**config.mk**
```make
export PLATFORM = sky130hd
export DESIGN_NAME = pcf_plane_control
export DESIGN_NICKNAME = d
export VERILOG_FILES = /design/src/inc/pcf_pkg.sv /design/src/design/pcf_plane_control.sv
export SDC_FILE = /design/constraint.sdc
export NUM_CORES = 1
export LEC_CHECK = 0
export ABC_CLOCK_PERIOD_IN_PS = 2640
export BUFFER_PORTS_ARGS = -buffer_cell sky130_fd_sc_hd__buf_2
export CAP_MARGIN = 0
export CORE_ASPECT_RATIO = 2
export CORE_MARGIN = 2
export CORE_UTILIZATION = 44
export CTS_CLUSTER_SIZE = 16
export DETAILED_ROUTE_END_ITERATION = 8
export PLACE_DENSITY = 0.88
export SKIP_LAST_GASP = 1
export SLEW_MARGIN = 20
export SYNTH_ARGS = -nofsm -noshare
export SYNTH_HDL_FRONTEND = slang
export SYNTH_SLANG_ARGS = --single-unit
```
**constraint.sdc**
```tcl
create_clock -name clk -period 2.64 [get_ports clk]
set_clock_uncertainty 0.2 [all_clocks]
set_input_delay 0.132 -clock clk [delete_from_list [all_inputs] [get_ports clk]]
set_output_delay 0.132 -clock clk [all_outputs]
set_load 0.02 [all_outputs]
```
**src/inc/pcf_pkg.sv**
```systemverilog
/*
 * Package for the plane control format field group: field positions, reset values,
 * key modes, format classes and the field carrier struct.
 * Assumes a single 32-bit plane control word, the bits outside this group being held elsewhere.
 */
package pcf_pkg;
    // ============================================================
    // Field positions within the plane control word
    localparam int KEY_LSB   = 21;
    localparam int ORDER_BIT = 20;
    localparam int COMP_BIT  = 19;
    localparam int RSV_HI    = 18;
    localparam int YUV_LSB   = 16;
    localparam int DECOMP_BIT = 15;
    localparam int RSV_LO    = 14;
    localparam int CCD_BIT   = 13;
    localparam int TILE_LSB  = 10;
    localparam int ASYNC_BIT = 9;

    // ============================================================
    // Encodings and reset values
    localparam logic [1:0] KEY_OFF      = 2'h0;
    localparam logic [1:0] KEY_SRC      = 2'h1;
    localparam logic [1:0] KEY_DST      = 2'h2;
    localparam logic [1:0] KEY_SRC_WIN  = 2'h3;
    localparam logic [2:0] TILE_LINEAR  = 3'h0;
    localparam logic [2:0] TILE_X       = 3'h1;
    localparam logic [2:0] TILE_Y       = 3'h4;
    localparam logic [2:0] PLANE_UV_LAST = 3'h3;
    localparam logic [2:0] PLANE_Y_FIRST = 3'h4;
    localparam logic [2:0] PLANE_Y_LAST  = 3'h5;

    typedef enum logic [2:0] {
        PCF_FMT_RGB,
        PCF_FMT_RGB_BIASED,
        PCF_FMT_RGB565,
        PCF_FMT_YUV422_8,
        PCF_FMT_PLANAR,
        PCF_FMT_OTHER
    } pcf_fmt_type;

    typedef struct packed {
        logic [1:0] key_mode;
        logic       bgr_order;
        logic       luma_sel;
        logic [1:0] yuv_order;
        logic       decomp;
        logic       cc_disable;
        logic [2:0] tiling;
    } pcf_fields_type;

    localparam pcf_fields_type FIELDS_RESET = '{KEY_OFF, 1'b0, 1'b0, 2'h0, 1'b0, 1'b0, TILE_LINEAR};
endpackage

```
**src/design/pcf_plane_control.sv**
```systemverilog
/*
 * Format field group of a plane control register: software copy, armed double buffer,
 * active copy, surface update timing and the per-pixel key qualifiers.
 * Assumes every input other than the asynchronous reset rst_b is synchronous to clk and that software keeps the programming limits.
 */
`timescale 1ns/1ps
module pcf_plane_control
    import pcf_pkg::*;
(
    input  wire logic           clk,
    input  wire logic           rst_b,
    input  wire logic           ctl_wr,
    input  wire logic [31:0]    ctl_wdata,
    output logic [31:0]         ctl_rdata,
    input  wire logic           surf_wr,
    input  wire logic           cs_flip,
    input  wire logic [2:0]     cs_tiling,
    input  wire logic           plane_enabled,
    input  wire logic           pipe_enabled,
    input  wire logic           vblank_start,
    input  wire logic [2:0]     plane_index,
    input  wire pcf_fmt_type    format_class,
    input  wire logic           key_match,
    input  wire logic           upper_opaque,
    input  wire logic           lower_opaque,
    output pcf_fields_type      active,
    output logic                async_mode,
    output logic                surf_apply,
    output logic                eff_bgr_order,
    output logic                eff_luma,
    output logic                component_illegal,
    output logic [1:0]          eff_yuv_order,
    output logic                decomp_on,
    output logic                clear_colour_on,
    output logic                upper_as_opaque,
    output logic                this_transparent
);
    // ============================================================
    // Double-buffered fields; the async bit takes effect at once
    pcf_fields_type soft_copy;
    pcf_fields_type next_soft_copy;
    pcf_fields_type next_active;
    logic           armed;
    logic           next_armed;
    logic           next_async_mode;
    logic           surf_pending;
    logic           next_surf_pending;
    logic           next_surf_apply;
    logic           transfer;
    logic           arm_event;

    assign arm_event = surf_wr | cs_flip | ~plane_enabled;
    assign transfer  = armed & (vblank_start | ~pipe_enabled);

    always_comb begin
        next_soft_copy  = soft_copy;
        next_async_mode = async_mode;
        if (ctl_wr) begin
            next_soft_copy.key_mode   = ctl_wdata[KEY_LSB +: 2];
            next_soft_copy.bgr_order  = ctl_wdata[ORDER_BIT];
            next_soft_copy.luma_sel   = ctl_wdata[COMP_BIT];
            next_soft_copy.yuv_order  = ctl_wdata[YUV_LSB +: 2];
            next_soft_copy.decomp     = ctl_wdata[DECOMP_BIT];
            next_soft_copy.cc_disable = ctl_wdata[CCD_BIT];
            next_soft_copy.tiling     = ctl_wdata[TILE_LSB +: 3];
            next_async_mode           = ctl_wdata[ASYNC_BIT];
        end
        // Sync flip carries its own tiling and arms like a surface write
        if (cs_flip) begin
            next_soft_copy.tiling = cs_tiling;
        end
        // Arming wins over the clear done by a transfer in the same cycle
        next_armed  = arm_event | (armed & ~transfer);
        next_active = transfer ? soft_copy : active;
    end

    always_ff @(posedge clk or negedge rst_b) begin
        if (!rst_b) begin
            soft_copy  <= FIELDS_RESET;
            active     <= FIELDS_RESET;
            armed      <= 1'b0;
            async_mode <= 1'b0;
        end else begin
            soft_copy  <= next_soft_copy;
            active     <= next_active;
            armed      <= next_armed;
            async_mode <= next_async_mode;
        end
    end

    // ============================================================
    // Surface address update timing
    always_comb begin
        next_surf_apply   = 1'b0;
        next_surf_pending = surf_pending;
        if (surf_wr && async_mode) begin
            next_surf_apply = 1'b1;
        end else if (surf_wr) begin
            next_surf_pending = 1'b1;
        end
        if (surf_pending && (vblank_start || !pipe_enabled)) begin
            next_surf_apply   = 1'b1;
            next_surf_pending = surf_wr & ~async_mode;
        end
    end

    always_ff @(posedge clk or negedge rst_b) begin
        if (!rst_b) begin
            surf_pending <= 1'b0;
            surf_apply   <= 1'b0;
        end else begin
            surf_pending <= next_surf_pending;
            surf_apply   <= next_surf_apply;
        end
    end

    // ============================================================
    // Readback: reserved bits and bits outside this group stay zero
    always_comb begin
        ctl_rdata = 32'h0;
        ctl_rdata[KEY_LSB +: 2]  = soft_copy.key_mode;
        ctl_rdata[ORDER_BIT]     = soft_copy.bgr_order;
        ctl_rdata[COMP_BIT]      = soft_copy.luma_sel;
        ctl_rdata[YUV_LSB +: 2]  = soft_copy.yuv_order;
        ctl_rdata[DECOMP_BIT]    = soft_copy.decomp;
        ctl_rdata[CCD_BIT]       = soft_copy.cc_disable;
        ctl_rdata[TILE_LSB +: 3] = soft_copy.tiling;
        ctl_rdata[ASYNC_BIT]     = async_mode;
        ctl_rdata[RSV_HI]        = 1'b0;
        ctl_rdata[RSV_LO]        = 1'b0;
    end

    // ============================================================
    // Effective controls and key qualifiers, registered
    logic       next_bgr;
    logic       next_luma;
    logic       next_comp_illegal;
    logic [1:0] next_yuv;
    logic       next_decomp;
    logic       next_cc;
    logic       next_upper;
    logic       next_transp;
    logic       y_capable;

    assign y_capable = (plane_index >= PLANE_Y_FIRST) && (plane_index <= PLANE_Y_LAST);

    always_comb begin
        next_bgr          = active.bgr_order & (format_class == PCF_FMT_RGB);
        // Luma only where planar and the plane may carry it; wrong pairing is flagged
        next_luma         = active.luma_sel & (format_class == PCF_FMT_PLANAR) & y_capable;
        next_comp_illegal = (format_class == PCF_FMT_PLANAR) ? (active.luma_sel != y_capable)
                                                             : active.luma_sel;
        next_yuv          = (format_class == PCF_FMT_YUV422_8) ? active.yuv_order : 2'h0;
        next_decomp       = active.decomp;
        next_cc           = active.decomp & ~active.cc_disable;
        next_upper        = upper_opaque;
        next_transp       = 1'b0;
        unique case (active.key_mode)
            KEY_OFF: begin
            end
            KEY_SRC: begin
                next_transp = key_match;
            end
            KEY_DST: begin
                next_upper = key_match & upper_opaque;
            end
            KEY_SRC_WIN: begin
                next_transp = key_match & lower_opaque;
            end
        endcase
    end

    always_ff @(posedge clk or negedge rst_b) begin
        if (!rst_b) begin
            eff_bgr_order     <= 1'b0;
            eff_luma          <= 1'b0;
            component_illegal <= 1'b0;
            eff_yuv_order     <= 2'h0;
            decomp_on         <= 1'b0;
            clear_colour_on   <= 1'b0;
            upper_as_opaque   <= 1'b0;
            this_transparent  <= 1'b0;
        end else begin
            eff_bgr_order     <= next_bgr;
            eff_luma          <= next_luma;
            component_illegal <= next_comp_illegal;
            eff_yuv_order     <= next_yuv;
            decomp_on         <= next_decomp;
            clear_colour_on   <= next_cc;
            upper_as_opaque   <= next_upper;
            this_transparent  <= next_transp;
        end
    end

    // ============================================================
    // Assertions
    dst_key_blend_a: assert property (@(posedge clk) disable iff (!rst_b)
        (active.key_mode == KEY_DST) |=> (upper_as_opaque == ($past(key_match) && $past(upper_opaque))))
        else $error("destination key opacity wrong");
    src_window_a: assert property (@(posedge clk) disable iff (!rst_b)
        (active.key_mode == KEY_SRC_WIN) |=> (this_transparent == ($past(key_match) && $past(lower_opaque))))
        else $error("source key window transparency wrong");
    colour_order_a: assert property (@(posedge clk) disable iff (!rst_b)
        (format_class != PCF_FMT_RGB) |=> !eff_bgr_order)
        else $error("colour order not ignored");
    component_sel_a: assert property (@(posedge clk) disable iff (!rst_b)
        (format_class != PCF_FMT_PLANAR) |=> !eff_luma)
        else $error("luma selected on non-planar format");
    byte_order_a: assert property (@(posedge clk) disable iff (!rst_b)
        (format_class == PCF_FMT_YUV422_8) |=> (eff_yuv_order == $past(active.yuv_order)))
        else $error("byte order not followed");
    decomp_follow_a: assert property (@(posedge clk) disable iff (!rst_b)
        1'b1 |=> (decomp_on == $past(active.decomp)))
        else $error("decompression enable not followed");
    clear_colour_a: assert property (@(posedge clk) disable iff (!rst_b)
        clear_colour_on |-> decomp_on && !$past(active.cc_disable))
        else $error("clear colour on without decompression");
    tiling_flip_a: assert property (@(posedge clk) disable iff (!rst_b)
        (cs_flip && !ctl_wr) ##1 (vblank_start && pipe_enabled && plane_enabled) |=> (active.tiling == $past(cs_tiling, 2)))
        else $error("sync flip tiling not applied");
    async_apply_a: assert property (@(posedge clk) disable iff (!rst_b)
        (surf_wr && async_mode) |=> surf_apply)
        else $error("async surface update not immediate");
    sync_hold_a: assert property (@(posedge clk) disable iff (!rst_b)
        (surf_wr && !async_mode && !surf_pending && pipe_enabled) ##1 (!vblank_start && pipe_enabled) |=> !surf_apply)
        else $error("sync surface update before vblank");
    no_arm_hold_a: assert property (@(posedge clk) disable iff (!rst_b)
        (!armed && !transfer) |=> $stable(active))
        else $error("active copy changed while unarmed");
    pipe_off_a: assert property (@(posedge clk) disable iff (!rst_b)
        (armed && !pipe_enabled) |=> (active == $past(soft_copy)))
        else $error("pipe off did not transfer fields");
    reserved_zero_a: assert property (@(posedge clk) disable iff (!rst_b)
        !ctl_rdata[RSV_HI] && !ctl_rdata[RSV_LO])
        else $error("reserved bit reads nonzero");
endmodule

```
==> summary.txt, run 1 <==
Outcome
  • Status: completed

Critical path
  • Crit start category: input pin
  • Crit end category: flop
  • R2R Path End: upper_as_opaque
  • FF-to-FF Start: active[10]
  • Worst path arrival time: 2.02 ns
  • Worst R2R Setup Slack: 1.03 ns
  • Critical path origin: cs_tiling[1]
  • Crit path required time: 2.60 ns
  • Critical Path Sink: ctl_rdata[11]
  • Worst Reg-to-Reg Cells: 3
  • Critical path peak fanout: 1
  • Setup CP Type: input pin to flop

Global route
  • Global-route wire length before repair: 5050 um
  • Initial antenna violation count: 0
  • Largest net degree at the start of global routing: 36
  • Total gr overflow: 0
  • Busiest grt layer: met2
  • Vias in the first global route: 1120
  • Met1 Use GR: 18.4%
  • M3 GR Usage: 4.95%
  • M2 GR Usage: 31.9%
  • GRT Util Overall: 17.8%

Clocking
  • Worst-skew pair later-pin latency: 0.28 ns
  • CTS H-tree lvls: 2
  • Clk pin slew, worst setup/hold paths: 0.06 ns
  • Postcts setup bufs: 0
  • Clk root buf: clkbuf_8
  • Max Root-Sink Buffers: 2
  • Hold buffers post-CTS: 34
  • CTS resizes: 0
  • TritonCTS Buffers: 5
  • CTS sink count: 35
  • TritonCTS clock tree: done

Timing
  • Max-slew violations: 0
  • Worst Max-Slew Pin Slew: 0.757 ns
  • Final min period: 2.06 ns
  • Hold_ws: 0.0694 ns
  • Final setup margin: 0.579 ns
  • Setup violators final: 0
  • Slew headroom: 49.6%
  • Hold Vio Cnt, Final: 0
  • RSZ-0062 raised after global routing: false
  • Final TNS setup: 0 ns
  • Highest clock rate: 485 MHz
  • Final Cycle Share: 78.1%

Floorplan
  • Core Area: 3380 um^2
  • Die area: 4030 um^2
  • Ports: 106
  • Starting density of the core: 45.7%
  • Site Rows: 30
  • Chip Width: 45.9 um
  • Die H: 87.8 um

Routing
  • DRT iter0 DRCs: 11
  • WL final: 3480 um
  • TritonRoute pass-1 iters: 4
  • Routed Antenna Nets: 0
  • Drt wl/cell: 14.4 um
  • Routed via count: 1158
  • DRC viols: 0
  • Vias per cell: 4.79

Placed design
  • IO Port Bufs: 64
  • HPWL Detailed: 2050 um
  • Pre-CTS setup slack: 1.36 ns
  • Final GP Congestion: 0.657
  • Area after DPL: 1780 um^2
  • Placed Instances: 201

Synth
  • Register area share after synthesis: 56.7%
  • Share of the synthesized area in the top cell type: 56.7%
  • Avg Cell Area, Syn: 14.0 um^2
  • Ys Warns: 0
  • Number of library cell types mapped by synthesis: 23
  • Top-count cell post-synth: dfrtp_1
  • Synth area leaders: dfrtp_1, buf_4, mux2_4, mux2_2, mux2i_1
  • Synthesized flop and latch total: 35
  • Ys flop type: dfrtp_1
  • Post-synth ARST share: 100%
  • Post-synth top cells: dfrtp_1, buf_4, mux2_2, mux2_4, nand2_1
  • Cell Area, Synth: 1540 um^2
  • Yosys top cell by area: dfrtp_1
  • Post-synth EDFFs: 0
  • Mapped Cells: 110

Layout
  • Max reg flops: 11
  • Antenna diodes: 0
  • Fin util: 65.4%
  • Final std cells w/o fill: 242
  • Area grow syn2layout: 43.2%
  • Layout cells sized above 1: 44.8%
  • Post-route cell area: 2210 um^2
  • Nets: 262
  • Fillers: 256

Power
  • Leakage: 1.17 nW
  • VDD IR max: 0.327 mV
  • Tot Pwr: 1.35 mW
  • Cell Pwr Density: 612 nW/um^2

Job
  • Max-Cap Viols: 0

Worst hold path
  • Hold Path Class: input pin to flop
critical path, stage by stage:
cell	delay [ns]
dlygate4sd3_1	0.54
buf_2	0.12
nand2_1	0.05
dlygate4sd3_1	0.55
o21ai_0	0.08
dlygate4sd3_1	0.56
per-layer routing:
| layer | wire length, um | part of all wire [%] | vias to the layer above |
|---|---|---|---|
| li1 | - | - | 534 |
| met4 | 49 | 1.4 | 0 |
| met5 | 0 | 0 | - |
| met3 | 278 | 8.0 | 7 |
| met2 | 1850 | 53 | 71 |
| met1 | 1300 | 37 | 546 |
cell families (layout without fill, tap and decap cells):
kind of cell	Yosys count	in the layout	share of synthesized area, %
AO/OA/AOI/OAI	7	7	3.08
buffers and inverters	26	107	13.0
AND/OR/NAND/NOR	17	17	7.46
XOR/XNOR	1	1	0.567
multiplexers	23	23	19.0
other	1	20	0.243
flip-flops	35	35	56.7
final cells by class:
class / instances / area, um^2 / area share (%)
flip-flops and latches: 35 / 876 / 39.6
repair buffers: 98 / 661 / 29.9
multi-input cells: 68 / 539 / 24.4
clock buffers: 6 / 82.6 / 3.74
well taps: 32 / 40.0 / 1.81
inverters: 2 / 7.51 / 0.340
clock inverters: 1 / 5.00 / 0.226
cell usage in the layout, fill, tap and decap left out, types with 3 or more instances in the layout:
| cell type | netlist | routed |
|---|---|---|
| clkbuf_8 | 0 | 6 |
| buf_2 | 0 | 64 |
| nand2_1 | 6 | 6 |
| conb_1 | 1 | 20 |
| o21ai_0 | 4 | 4 |
| mux2_4 | 10 | 10 |
| mux2i_1 | 3 | 3 |
| mux2_2 | 10 | 10 |
| dlygate4sd3_1 | 0 | 34 |
| dfrtp_1 | 35 | 35 |
where the power goes:
part	leakage [nW]	switching, mW	internal (mW)	total [mW]
registers	0.422	0.0399	0.596	0.636
clock network	0.0470	0.173	0.204	0.377
logic	0.698	0.185	0.156	0.341
total	1.17	0.397	0.956	1.35
worst min path at each step:
stage | depth (start not counted) | endpoint | startpoint
2_1_floorplan | 0 | active[0] | rst_b
3_3_place_gp | 1 | active[8] | rst_b
3_5_place_dp | 1 | decomp_on | rst_b
4_1_cts | 4 | surf_pending | pipe_enabled
5_1_grt | 4 | surf_pending | pipe_enabled
6_report | 4 | surf_pending | pipe_enabled
(Power assumes the default switching activity.)
==> run 2, diff against run 1 <==
Settings changed: ABC_CLOCK_PERIOD_IN_PS 2640 to 1900, CORE_UTILIZATION 44 to 41, PLACE_DENSITY 0.88 to 0.83.
Clock period 2.64 ns to 1.9 ns, I/O delays scaled along.
==> run 2 against run 1 <==
Against the previous run:
- first-iteration DRC count decreased by 45%
- critical endpoint is now eff_luma
- count of clock-buffer cells in the layout unchanged
- largest power group unchanged
- worst setup slack got worse by 0.52 ns
- critical path type unchanged
- global-route usage decreased by 0.16 points
- design area increased by 1.6%
- wire length increased by 4.2%
- highest routed layer unchanged
==> summary.txt, run 2 (synthesized netlist as in run 1, its figures left out) <==
Layout
  • Commonest cells after routing, fill and taps aside: buf_2, dfrtp_1, dlygate4sd3_1
  • Area of the multi-input gates: 554 um^2
  • Most common cell after layout, fill and taps aside: buf_2
  • Area grow syn2layout: 45.5%
  • Post-route cell area: 2250 um^2
  • Layout cells sized above 1: 45.2%
  • Antenna diodes: 0
  • Register area: 876 um^2
  • Fillers: 259
  • Final std cells w/o fill: 259
  • Fin util: 62.3%
  • Max reg flops: 11
  • Nets: 262

Clocking
  • TritonCTS clock tree: done
  • CTS H-tree lvls: 2
  • Max Root-Sink Buffers: 2
  • Worst-skew pair later-pin latency: 0.28 ns
  • Clk pin slew, worst setup/hold paths: 0.06 ns
  • Clk root buf: clkbuf_8
  • CTS sink count: 35
  • TritonCTS Buffers: 5
  • Postcts setup bufs: 0

Floorplan
  • Chip Width: 47.4 um
  • Die H: 90.8 um
  • Ports: 106
  • Die area: 4300 um^2
  • Starting density of the core: 42.8%
  • Core Area: 3610 um^2
  • Site Rows: 31

Critical path
  • Crit end category: flop
  • Setup CP Type: input pin to flop
  • Worst path arrival time: 1.86 ns
  • Crit start category: input pin
  • Crit path required time: 1.92 ns
  • Critical path peak fanout: 4

Power
  • Sw frac: 29.4%
  • Cell Pwr Density: 837 nW/um^2
  • Clock network fraction of design power: 27.8%
  • Tot Pwr: 1.88 mW
  • Leakage: 1.17 nW
  • Net load switching power: 0.554 mW
  • VDD IR max: 0.516 mV
  • Internal power: 1.33 mW
  • Sequential power share: 47.0%
  • Comb pwr share: 25.2%

Placed design
  • Placed Instances: 218
  • Pre-CTS setup slack: 0.603 ns
  • Final GP Congestion: 0.658
  • IO Port Bufs: 64
  • HPWL Detailed: 2190 um
  • Area after DPL: 1800 um^2

Global route
  • Global-route wire length before repair: 5460 um
  • Initial antenna violation count: 0
  • Vias in the first global route: 1236
  • GRT Util Overall: 17.6%
  • Largest net degree at the start of global routing: 36
  • Total gr overflow: 0

Routing
  • WL final: 3630 um
  • Vias per cell: 4.45
  • Routed via count: 1153
  • Routed Antenna Nets: 0
  • Drt wl/cell: 14.0 um
  • DRT iter0 DRCs: 6
  • TritonRoute pass-1 iters: 4
  • DRC viols: 0

Timing
  • Hold Vio Cnt, Final: 0
  • Setup violators final: 0
  • Final Cycle Share: 96.9%
  • Slew headroom: 49.7%
  • Final TNS setup: 0 ns
  • Final min period: 1.84 ns
  • Max-slew violations: 0
  • Worst Max-Slew Pin Slew: 0.754 ns
  • Final setup margin: 0.0598 ns
  • RSZ-0062 raised after global routing: false
  • Hold_ws: 0.0263 ns
  • Highest clock rate: 543 MHz

Worst hold path
  • Hold Path Class: input pin to flop

Outcome
  • Status: completed

Job
  • Max-Cap Viols: 0
[run 2: cell counts in the layout (fill, tap and decap cells not counted)]
No cell type changed its count.
[run 2: what timing repair did]
action	4_1_cts	5_1_grt
endpoints found under the setup margin	0	1
hold buffers	34	0
resized for setup	0	2
endpoints found under the hold margin	57	0
[run 2: worst paths after layout]
path / startpoint / endpoint / slack [ns] / depth (start not counted)
min in group asynchronous: rst_b / armed / 0.24 / 2
min reg2reg: next_decomp / decomp_on / 0.23 / 0
min: pipe_enabled / surf_pending / 0.03 / 4
max: format_class[1] / eff_luma / 0.06 / 5
max reg2reg: active[9] / upper_as_opaque / 0.31 / 2
max in group asynchronous: rst_b / upper_as_opaque / 0.78 / 2
[run 2: area by class of cell]
| type | count | share of cell area, % |
|---|---|---|
| sequential | 35 | 39.0 |
| multi-input combinational | 68 | 24.7 |
| inverter | 2 | 0.334 |
| clock buffer | 6 | 3.67 |
| timing repair buffer | 98 | 29.4 |
| clock inverter | 1 | 0.223 |
| tap | 49 | 2.73 |
[run 2: power groups by stage]
stage	Clock [mW]	Sequential [mW]	Combinational (mW)
after floorplan	0	0.987	0.206
after global placement	0	0.894	0.402
after detailed placement	0	0.897	0.409
after CTS	0.542	0.883	0.466
after global routing	0.579	0.895	0.509
final	0.523	0.885	0.473
[run 2: per-layer routing]
layer	GRT usage (%)	vias to the layer above	share of wire [%]
met2	33.1	68	57
met3	4.00	6	8.1
met4	4.86	0	1.3
li1	-	530	-
met1	17.3	549	34
met5	0	-	0
[run 2: critical path: stages]
cell,delay [ns]
dlygate4sd3_1,0.56
buf_2,0.17
nor4b_4,0.31
and3_1,0.18
dlygate4sd3_1,0.54
